<file path="src/reply_pkg.sv">
// Purpose: Shared constants for the card reply framer.
// Assumes: Status bit positions count from bit 0 of the status word.
// Notes:   Status bit positions cover the error bits this block owns.
package reply_pkg;

  // Reply frame lengths in bits.
  localparam int unsigned SHORT_LEN = 48;
  localparam int unsigned LONG_LEN  = 136;

  // Fixed check fields.
  localparam logic [5:0] ALL_ONES_INDEX = 6'h3F;
  localparam logic [6:0] ALL_ONES_CHECK = 7'h7F;

  // CRC7 generator taps, x^7 + x^3 + 1 without the x^7 term.
  localparam logic [6:0] CRC7_POLY = 7'h09;

  // Command indices with a fixed reply format.
  localparam logic [5:0] CMD_SEND_COND  = 6'h01;
  localparam logic [5:0] CMD_ALL_ID     = 6'h02;
  localparam logic [5:0] CMD_SEND_SPEC  = 6'h09;
  localparam logic [5:0] CMD_SEND_ID    = 6'h0A;

  // Status word field positions.
  localparam int unsigned ADDR_RANGE_BIT  = 31;
  localparam int unsigned BLOCK_ALIGN_BIT = 30;
  localparam int unsigned BLOCK_LEN_BIT   = 29;
  localparam int unsigned ERASE_ORDER_BIT = 28;
  localparam int unsigned CHECK_FAULT_BIT = 23;
  localparam int unsigned ILLEGAL_BIT     = 22;

  // Status word reset value.
  localparam logic [31:0] STATUS_RESET = 32'h0000_0000;

  // Reply format selector.
  typedef enum logic [1:0] {
    FMT_NORMAL,
    FMT_BUSY,
    FMT_LONG,
    FMT_COND
  } reply_fmt_t;

  // Serial engine states.
  typedef enum logic [1:0] {
    ST_IDLE,
    ST_WAIT,
    ST_SHIFT
  } tx_state_t;

  // One CRC7 step on a single bit.
  function automatic logic [6:0] crc7_step(input logic [6:0] crc,
                                           input logic       din);
    logic fb;
    fb = crc[6] ^ din;
    crc7_step = {crc[5:0], 1'b0} ^ (fb ? CRC7_POLY : 7'h00);
  endfunction

endpackage

</file>
<file path="src/card_reply_framer.sv">
// Purpose: Builds card reply frames and drives them on the command line.
// Assumes: Link clock is far slower than CLK_SYS and is sampled here.
// Notes:   Reply bits change just after a falling link clock edge.
//
// How it works
// RULE_01 - Shift replies out most significant bit first.
// RULE_02 - Start and direction bits are both zero.
// RULE_03 - CRC7 protects all but conditions reply. The long reply gets no CRC7 here; it sends REG_LONG[7:1] as they stand.
// RULE_04 - Last bit of every frame is one.
// RULE_05 - Normal reply: index, status, CRC, 48 bits.
// RULE_06 - Busy variant holds DAT0 low until released.
// RULE_07 - Long reply: 136 bits, six ones check.
// RULE_08 - Long reply sends register bits 127..1.
// RULE_09 - Conditions reply: ones index, ones check.
// RULE_10 - Conditions word levels pass through unchanged.
// RULE_11 - Only four reply formats can be produced.
// RULE_12 - Error bits clear once their reply leaves.
// RULE_13 - Informational bits never block execution.
// RULE_14 - Validation errors reported now, command skipped.
// RULE_15 - Execution errors reported in next reply.
// RULE_16 - Terminated operation errors await stop/status.
// RULE_17 - Clear classes A, B and C kept.
// RULE_18 - Bit 31 flags address range faults.
// RULE_19 - Bit 30 flags block alignment faults.
// RULE_20 - Bit 29 flags block length faults.
// RULE_21 - Bit 28 flags erase order faults.
// RULE_22 - Bit 23 flags prior command CRC fault.
// RULE_23 - Bit 22 flags illegal command in state.
// RULE_24 - CRC7 over all earlier frame bits.
`timescale 1ns/10ps
module card_reply_framer
  import reply_pkg::*;
(
  // System clock and reset.
  input  wire logic         CLK_SYS,
  input  wire logic         RST_N,
  // Link clock from the host.
  input  wire logic         LINK_CLK,
  // Reply request from the command decoder.
  input  wire logic         REPLY_REQ,
  input  wire logic [1:0]   REPLY_FMT,
  input  wire logic [5:0]   REPLY_INDEX,
  input  wire logic         CMD_VALID,
  // Register contents to send.
  input  wire logic [127:0] REG_LONG,
  input  wire logic [31:0]  COND_WORD,
  input  wire logic [31:0]  INFO_BITS,
  // Validation time faults for the command now answered.
  input  wire logic         VAL_RANGE,
  input  wire logic         VAL_ALIGN,
  input  wire logic         VAL_LEN,
  input  wire logic         VAL_ERASE,
  input  wire logic         VAL_CHECK,
  input  wire logic         VAL_ILLEGAL,
  // Execution time faults and other error bits.
  input  wire logic         EXE_RANGE,
  input  wire logic         EXE_ALIGN,
  input  wire logic [31:0]  EXE_ERRORS,
  // Busy request for the busy reply variant.
  input  wire logic         BUSY_HOLD,
  // Command line drive.
  output logic              CMD_OUT,
  output logic              CMD_OE,
  // Data line 0 busy drive.
  output logic              DAT0_OUT,
  output logic              DAT0_OE,
  // Status toward the command decoder.
  output logic              REPLY_BUSY,
  output logic              REPLY_DONE,
  output logic              EXEC_SKIP,
  output logic [31:0]       STATUS_WORD
);

  // Bit count covering the longest frame.
  localparam int unsigned CNT_W = 8;

  // Sampled link clock and edge detection.
  logic             lclk_meta_ff;
  logic             lclk_sync_ff;
  logic             lclk_prev_ff;
  logic             fall_edge;

  // Frame assembly.
  logic [135:0]     frame_ff;
  logic [CNT_W-1:0] bits_left_ff;
  logic [CNT_W-1:0] crc_at_ff;
  logic [6:0]       crc_ff;
  logic             crc_on_ff;
  logic             cond_ff;
  logic             busy_fmt_ff;
  tx_state_t        state_ff;
  logic             send_last;
  logic             shift_now;
  logic             splice_now;

  // Status word storage.
  logic [31:0]      errors_ff;
  logic [31:0]      class_b_ff;
  logic [31:0]      val_word;
  logic [31:0]      b_word;
  logic             val_any;
  logic [47:0]      short_frame;
  logic [31:0]      status_now;

  // Two flip-flop synchroniser, then falling edge finder.
  always_ff @(posedge CLK_SYS or negedge RST_N) begin
    if (!RST_N) begin
      lclk_meta_ff <= 1'b1;
      lclk_sync_ff <= 1'b1;
      lclk_prev_ff <= 1'b1;
    end else begin
      lclk_meta_ff <= LINK_CLK;
      lclk_sync_ff <= lclk_meta_ff;
      lclk_prev_ff <= lclk_sync_ff;
    end
  end
  assign fall_edge = lclk_prev_ff & ~lclk_sync_ff;

  // Validation faults of the command being answered.
  always_comb begin
    val_word = 32'h0000_0000;
    val_word[ADDR_RANGE_BIT]  = VAL_RANGE;                  // [RULE_18]
    val_word[BLOCK_ALIGN_BIT] = VAL_ALIGN;                  // [RULE_19]
    val_word[BLOCK_LEN_BIT]   = VAL_LEN;                    // [RULE_20]
    val_word[ERASE_ORDER_BIT] = VAL_ERASE;                  // [RULE_21]
    b_word = 32'h0000_0000;
    b_word[CHECK_FAULT_BIT]   = VAL_CHECK;                  // [RULE_22]
    b_word[ILLEGAL_BIT]       = VAL_ILLEGAL;                // [RULE_23]
  end
  // Of the class B bits only the illegal flag stops execution here; a bad CRC gets no reply.
  assign val_any = |val_word | VAL_ILLEGAL;                 // [RULE_14]

  // Status word reported now: latched errors, fresh faults, info bits.
  // Info bits only feed the word and never reach EXEC_SKIP.
  assign status_now = errors_ff | class_b_ff | val_word
                      | INFO_BITS;                          // [RULE_13]

  // Registered copy of the status word for the decoder.
  always_ff @(posedge CLK_SYS or negedge RST_N) begin
    if (!RST_N) begin
      STATUS_WORD <= STATUS_RESET;
    end else begin
      STATUS_WORD <= status_now;
    end
  end

  // Normal and conditions reply layout.
  always_comb begin
    if (REPLY_FMT == FMT_COND) begin
      short_frame = {2'b00, ALL_ONES_INDEX, COND_WORD,      // [RULE_09]
                     ALL_ONES_CHECK, 1'b1};                 // [RULE_10]
    end else begin
      short_frame = {2'b00, REPLY_INDEX, status_now,        // [RULE_05]
                     7'h00, 1'b1};                          // [RULE_04]
    end
  end

  // Execution and terminated operation errors held for a later reply.
  always_ff @(posedge CLK_SYS or negedge RST_N) begin
    if (!RST_N) begin
      errors_ff <= STATUS_RESET;
    end else begin
      // Clear on read once sent; a new event in that cycle still sets.
      if (send_last) begin
        errors_ff <= EXE_ERRORS;                            // [RULE_12]
      end else begin
        errors_ff <= errors_ff | EXE_ERRORS;                // [RULE_15]
      end
      if (EXE_RANGE) begin
        errors_ff[ADDR_RANGE_BIT] <= 1'b1;                  // [RULE_16]
      end
      if (EXE_ALIGN) begin
        errors_ff[BLOCK_ALIGN_BIT] <= 1'b1;                 // [RULE_16]
      end
    end
  end

  // Class B bits stay one further command, cleared by a valid command.
  always_ff @(posedge CLK_SYS or negedge RST_N) begin
    if (!RST_N) begin
      class_b_ff <= STATUS_RESET;
    end else if (REPLY_REQ && state_ff == ST_IDLE) begin
      if (CMD_VALID) begin
        class_b_ff <= b_word;                               // [RULE_17]
      end else begin
        class_b_ff <= class_b_ff | b_word;
      end
    end
  end

  // Decision to skip the command after a validation fault.
  always_ff @(posedge CLK_SYS or negedge RST_N) begin
    if (!RST_N) begin
      EXEC_SKIP <= 1'b0;
    end else if (REPLY_REQ && state_ff == ST_IDLE) begin
      EXEC_SKIP <= val_any;                                 // [RULE_14]
    end
  end

  // Frame loader and serial engine.
  always_ff @(posedge CLK_SYS or negedge RST_N) begin
    if (!RST_N) begin
      state_ff     <= ST_IDLE;
      frame_ff     <= '0;
      bits_left_ff <= '0;
      crc_at_ff    <= '0;
      crc_on_ff    <= 1'b0;
      cond_ff      <= 1'b0;
      busy_fmt_ff  <= 1'b0;
    end else begin
      unique case (state_ff)
        ST_IDLE: begin
          if (REPLY_REQ) begin
            cond_ff     <= (REPLY_FMT == FMT_COND);         // [RULE_03]
            busy_fmt_ff <= (REPLY_FMT == FMT_BUSY);
            crc_on_ff   <= (REPLY_FMT != FMT_COND);
            state_ff    <= ST_WAIT;
            // Format code picks one of the four frames only.
            if (REPLY_FMT == FMT_LONG) begin                // [RULE_11]
              frame_ff     <= {2'b00, ALL_ONES_INDEX,       // [RULE_07]
                               REG_LONG[127:1], 1'b1};      // [RULE_08]
              bits_left_ff <= CNT_W'(LONG_LEN);
              crc_at_ff    <= '0;
              crc_on_ff    <= 1'b0;
            end else begin
              frame_ff     <= {short_frame, 88'h0};         // [RULE_02]
              bits_left_ff <= CNT_W'(SHORT_LEN);
              crc_at_ff    <= CNT_W'(8);
            end
          end
        end
        ST_WAIT: begin
          // The first link fall after the take sends the start bit.
          if (fall_edge) begin
            state_ff <= ST_SHIFT;
          end
        end
        ST_SHIFT: begin
          if (send_last) begin
            state_ff <= ST_IDLE;
          end
        end
        default: state_ff <= ST_IDLE;
      endcase
      // One bit leaves per fall; at its slot the CRC sends its top bit and the rest is spliced in.
      if (shift_now) begin
        frame_ff <= {frame_ff[134:0], 1'b0};                // [RULE_01]
        // Its low six bits take the next slots, ahead of the end bit.
        if (splice_now) begin
          frame_ff[135:130] <= crc_ff[5:0];                 // [RULE_03]
        end
        bits_left_ff <= bits_left_ff - 8'h01;
      end
    end
  end

  // A fall shifts a bit while any remain; the fall after the end bit
  // releases the line.
  assign shift_now  = (state_ff == ST_WAIT || state_ff == ST_SHIFT)
                      && fall_edge && (bits_left_ff != 8'h00);
  assign splice_now = crc_on_ff && (bits_left_ff == crc_at_ff);
  assign send_last  = (state_ff == ST_SHIFT) && fall_edge
                      && (bits_left_ff == 8'h00);

  // Running CRC7 over bits already on the line.
  always_ff @(posedge CLK_SYS or negedge RST_N) begin
    if (!RST_N) begin
      crc_ff <= 7'h00;
    end else if (state_ff == ST_IDLE) begin
      crc_ff <= 7'h00;
    end else if (shift_now) begin
      crc_ff <= crc7_step(crc_ff, frame_ff[135]);           // [RULE_24]
    end
  end

  // Command line pins.
  always_ff @(posedge CLK_SYS or negedge RST_N) begin
    if (!RST_N) begin
      CMD_OUT <= 1'b1;
      CMD_OE  <= 1'b0;
    end else if (shift_now) begin
      CMD_OUT <= splice_now ? crc_ff[6] : frame_ff[135];    // [RULE_03]
      CMD_OE  <= 1'b1;
    end else if (send_last) begin
      CMD_OUT <= 1'b1;
      CMD_OE  <= 1'b0;
    end
  end

  // Busy drive on data line 0 after a busy variant reply.
  always_ff @(posedge CLK_SYS or negedge RST_N) begin
    if (!RST_N) begin
      DAT0_OUT <= 1'b1;
      DAT0_OE  <= 1'b0;
    end else begin
      DAT0_OUT <= 1'b0;
      if (send_last && busy_fmt_ff && BUSY_HOLD) begin
        DAT0_OE <= 1'b1;                                    // [RULE_06]
      end else if (!BUSY_HOLD) begin
        DAT0_OE <= 1'b0;
      end
    end
  end

  // Handshake flags back to the decoder.
  always_ff @(posedge CLK_SYS or negedge RST_N) begin
    if (!RST_N) begin
      REPLY_BUSY <= 1'b0;
      REPLY_DONE <= 1'b0;
    end else begin
      REPLY_DONE <= send_last;
      if (REPLY_REQ && state_ff == ST_IDLE) begin
        REPLY_BUSY <= 1'b1;
      end else if (send_last) begin
        REPLY_BUSY <= 1'b0;
      end
    end
  end
endmodule

</file>
<file path="config.mk">
export PLATFORM = sky130hd
export DESIGN_NAME = card_reply_framer
export DESIGN_NICKNAME = d
export VERILOG_FILES = /design/src/reply_pkg.sv /design/src/card_reply_framer.sv
export SDC_FILE = /design/constraint.sdc
export NUM_CORES = 1
export LEC_CHECK = 0
export ABC_CLOCK_PERIOD_IN_PS = 2720
export BUFFER_PORTS_ARGS = -buffer_cell sky130_fd_sc_hd__buf_4
export CAP_MARGIN = 0
export CORE_UTILIZATION = 28
export CTS_BUF_LIST = sky130_fd_sc_hd__clkbuf_8 sky130_fd_sc_hd__clkbuf_16
export DETAILED_ROUTE_END_ITERATION = 8
export PLACE_DENSITY_LB_ADDON = 0.15
export SYNTH_ARGS = -nofsm -noshare
export SYNTH_HDL_FRONTEND = slang
export SYNTH_SLANG_ARGS = --single-unit
</file>
<file path="constraint.sdc">
create_clock -name CLK_SYS -period 2.72 [get_ports CLK_SYS]
set_clock_uncertainty 0.15 [all_clocks]
set_input_delay 0.816 -clock CLK_SYS [delete_from_list [all_inputs] [get_ports CLK_SYS]]
set_output_delay 0.816 -clock CLK_SYS [all_outputs]
set_load 0.03 [all_outputs]
</file>
==> results.md <==
* Status: completed
* Post-CTS setup buffer count at 0
* Max VDD drop at 447.2 uV
* DRT Pass-1 Iters at 4
* Starting Density at 28.72%
* CP startpoint: state_ff[0]$_DFFE_PN0P_
* Largest net degree at the start of global routing at 98
* CTS clk-pin slew, worst paths at 0.06 ns
* Synth Area per Inst at 10.04 um^2
* Final Cycle Share at 88.94%
* Synthesized area at 10310 um^2
* Asr flop ratio synth at 100.0%
* Multi-input logic area at 4145 um^2
* H-tree depth at 1
* Cell accounting for the most synthesized area: dfrtp_1
* Global-route wire length before repair at 48840 um
* Bufs on Longest Clock Path at 3
* Startpoint types: register
* DRT iter0 DRCs at 481
* Critical Path RT at 2.96 ns
* Layout Nets at 1539
* Reg area at 5812 um^2
* Crit path max fanout at 44
* Ys Warns at 0
* Root buf cell: clkbuf_16
* Hold Path Class: in2async
* Die Span Y at 193.9 um
* Netlist cell types at 45
* Final Max Tran Viols at 0
* WL per Instance at 17.02 um
* RSZ-0062 raised after global routing: false
* Gr usage total at 15.94%
* #FFs+latches synth at 232
* I/O Buffers at 283
* RePlAce Congestion at 0.7615
* Crit Path Class: reg2reg
* Clock Sink Count at 232
* Sequential fraction of the synthesis area at 56.35%
* Antenna violations before repair at 0
* Ports at 285
* Cell Rows at 69
* R2r startpoint: state_ff[0]$_DFFE_PN0P_
* Die ar. at 37610 um^2
* Worst Tran Pin Value at 0.5121 ns
* Post-synth top cells: 227 x dfrtp_1, 199 x nor2_1, 88 x a221oi_1, 67 x nand2_1, 57 x clkbuf_1
* EDFF count, synth at 0
* Mapped Nets at 1278
* CTS tree: built
* Max_slew headroom at 65.86%
* Area grow syn2layout at 36.31%
* Largest cells by area after synthesis: dfrtp_1 55%, a221oi_1 7.5%, nor2_1 7.2%, mux2i_1 3.9%, a21oi_1 2.5%
* Pwr/cell area at 929.3 nW/um^2
* Hold_buf cts at 0
* Fillers at 3603
* Worst skew pair latency at 0.53 ns
* Endpoint class of the critical path: register
* Most frequent cell after synthesis: dfrtp_1
* Synthesized instance count at 1027
* Hold Violations, Final at 0
* MaxCap Viol Count at 0
* Final min period at 2.419 ns
* Grt total ovfl at 0
* Vias in the first global route at 8871
* Endpoints failing setup at 0
* Share of the synthesized area in the top cell type at 55.08%
* Aggregate negative setup slack at 0 ns
* Post-CTS Resized at 0
* Max Fclk at 413.4 MHz
* Vias at 8752
* Predominant post-synthesis flop cell: dfrtp_1
* Setup Slack @ Placement at 0.2636 ns
* DRC Markers at 0
* Arrival @ worst endpoint at 2.65 ns
* Vias/cell at 4.945
* Final setup margin at 0.3010 ns
* Core Area at 35910 um^2
* Cts bufs inserted at 29
* Antenna diode count at 0
* Post-route ant nets at 0
* Share of post-route cells with drive strength above 1 at 30.40%
* Dpl hpwl at 19870 um
* DRT Wirelength at 30120 um
* Leakage at 6.202 nW
* Die Wd at 193.9 um
## per-stage QoR
| stage | cells | utilization (%) | hold slack [ns] | instance area, um^2 | power (mW) |
|---|---|---|---|---|---|
| 6_report | 1770 | 39.14 | 0.07783 | 14060 | 13.07 |
| 5_1_grt | 1770 | 39.14 | 0.08065 | 14060 | 14.05 |
| 4_1_cts | 1770 | 39.14 | 0.07630 | 14060 | 13.29 |
| 3_5_place_dp | 1718 | 36.44 | 0.1987 | 13090 | 9.263 |
| 3_3_place_gp | 1718 | 36.44 | 0.1964 | 13090 | 9.172 |
| 2_1_floorplan | 1027 | - | 0.1952 | 10310 | 7.851 |
## power by group
part / internal, mW / switching [mW] / leakage (nW)
registers: 4.57 / 0.624 / 2.64
logic: 1.75 / 2.22 / 3.06
clock network: 2.40 / 1.51 / 0.506
## worst paths after layout
path	end	slack, ns	depth (start not counted)
worst max register to register	frame_ff[127]$_DFFE_PN0P_	0.30	7
worst min-delay path	STATUS_WORD[27]$_DFF_PN0_	0.08	1
worst min register to register	lclk_sync_ff$_DFF_PN1_	0.21	0
worst max-delay path	frame_ff[127]$_DFFE_PN0P_	0.30	7
min in group CLK_SYS	lclk_sync_ff$_DFF_PN1_	0.21	0
max in group asynchronous	lclk_meta_ff$_DFF_PN1_	1.61	2
## routing by layer
layer  global-route usage, %  wire, um  vias up
met4                   3.380       544        0
met3                   3.514      1691       33
li1                        -         -     4225
met2                   25.51     14060      217
met5                       0         0        -
met1                   22.05     13830     4277
## flip-flops by register name, indices dropped and copies added, names as in the netlist
name,count
frame_ff,136
STATUS_WORD,32
errors_ff,32
bits_left_ff,8
crc_ff,7
class_b_ff,2
state_ff,2
CMD_OE,1
CMD_OUT,1
DAT0_OE,1
DAT0_OUT,1
EXEC_SKIP,1
REPLY_BUSY,1
REPLY_DONE,1
busy_fmt_ff,1
crc_at_ff,1
crc_on_ff,1
lclk_meta_ff,1
lclk_prev_ff,1
lclk_sync_ff,1
## placed cells by master, fill, tap and decap left out, types with 4 or more instances in the layout
cell type,count
nor3_1,30
o211ai_1,7
nand2_1,66
a21o_1,30
inv_1,16
clkbuf_8,7
o22ai_1,6
mux2i_1,40
clkinv_2,6
dfrtp_1,227
o21ai_0,45
dfstp_2,5
o32ai_1,4
a211oi_1,33
buf_12,12
clkbuf_16,29
or2_2,26
or3_1,9
nor4_1,6
nand3_1,6
buf_4,301
a21oi_1,52
a221oi_1,88
a211o_1,4
nor2_1,199
a31oi_1,11
ha_1,5
## final cells by class
type,count,share of cell area [%]
Inverter,10,0.2670
Clock buffer,36,5.847
Tap cell,461,4.103
Sequential cell,232,41.34
Clock inverter,16,1.068
Timing Repair Buffer,314,17.89
Multi-Input combinational cell,701,29.49
## critical path, stage by stage, from the launching register on
cell and delay [ns]:
dfrtp_1 0.37, inv_1 0.07, ha_1 0.29, nand3b_1 0.29
a31oi_4 0.24, buf_4 0.25, buf_4 0.39, o21ai_0 0.20
## logic make-up after synthesis
group                    synth area share (%)
AO/OA/AOI/OAI                           19.91
multiplexers                            3.991
XOR/XNOR                               0.2548
adder cells (fa/ha/maj)                0.6066
AND/OR/NAND/NOR                         15.15
other                                 0.03636
buffers and inverters                   3.700
flip-flops                              56.35
Note: power is estimated with default switching activity, not from simulation.
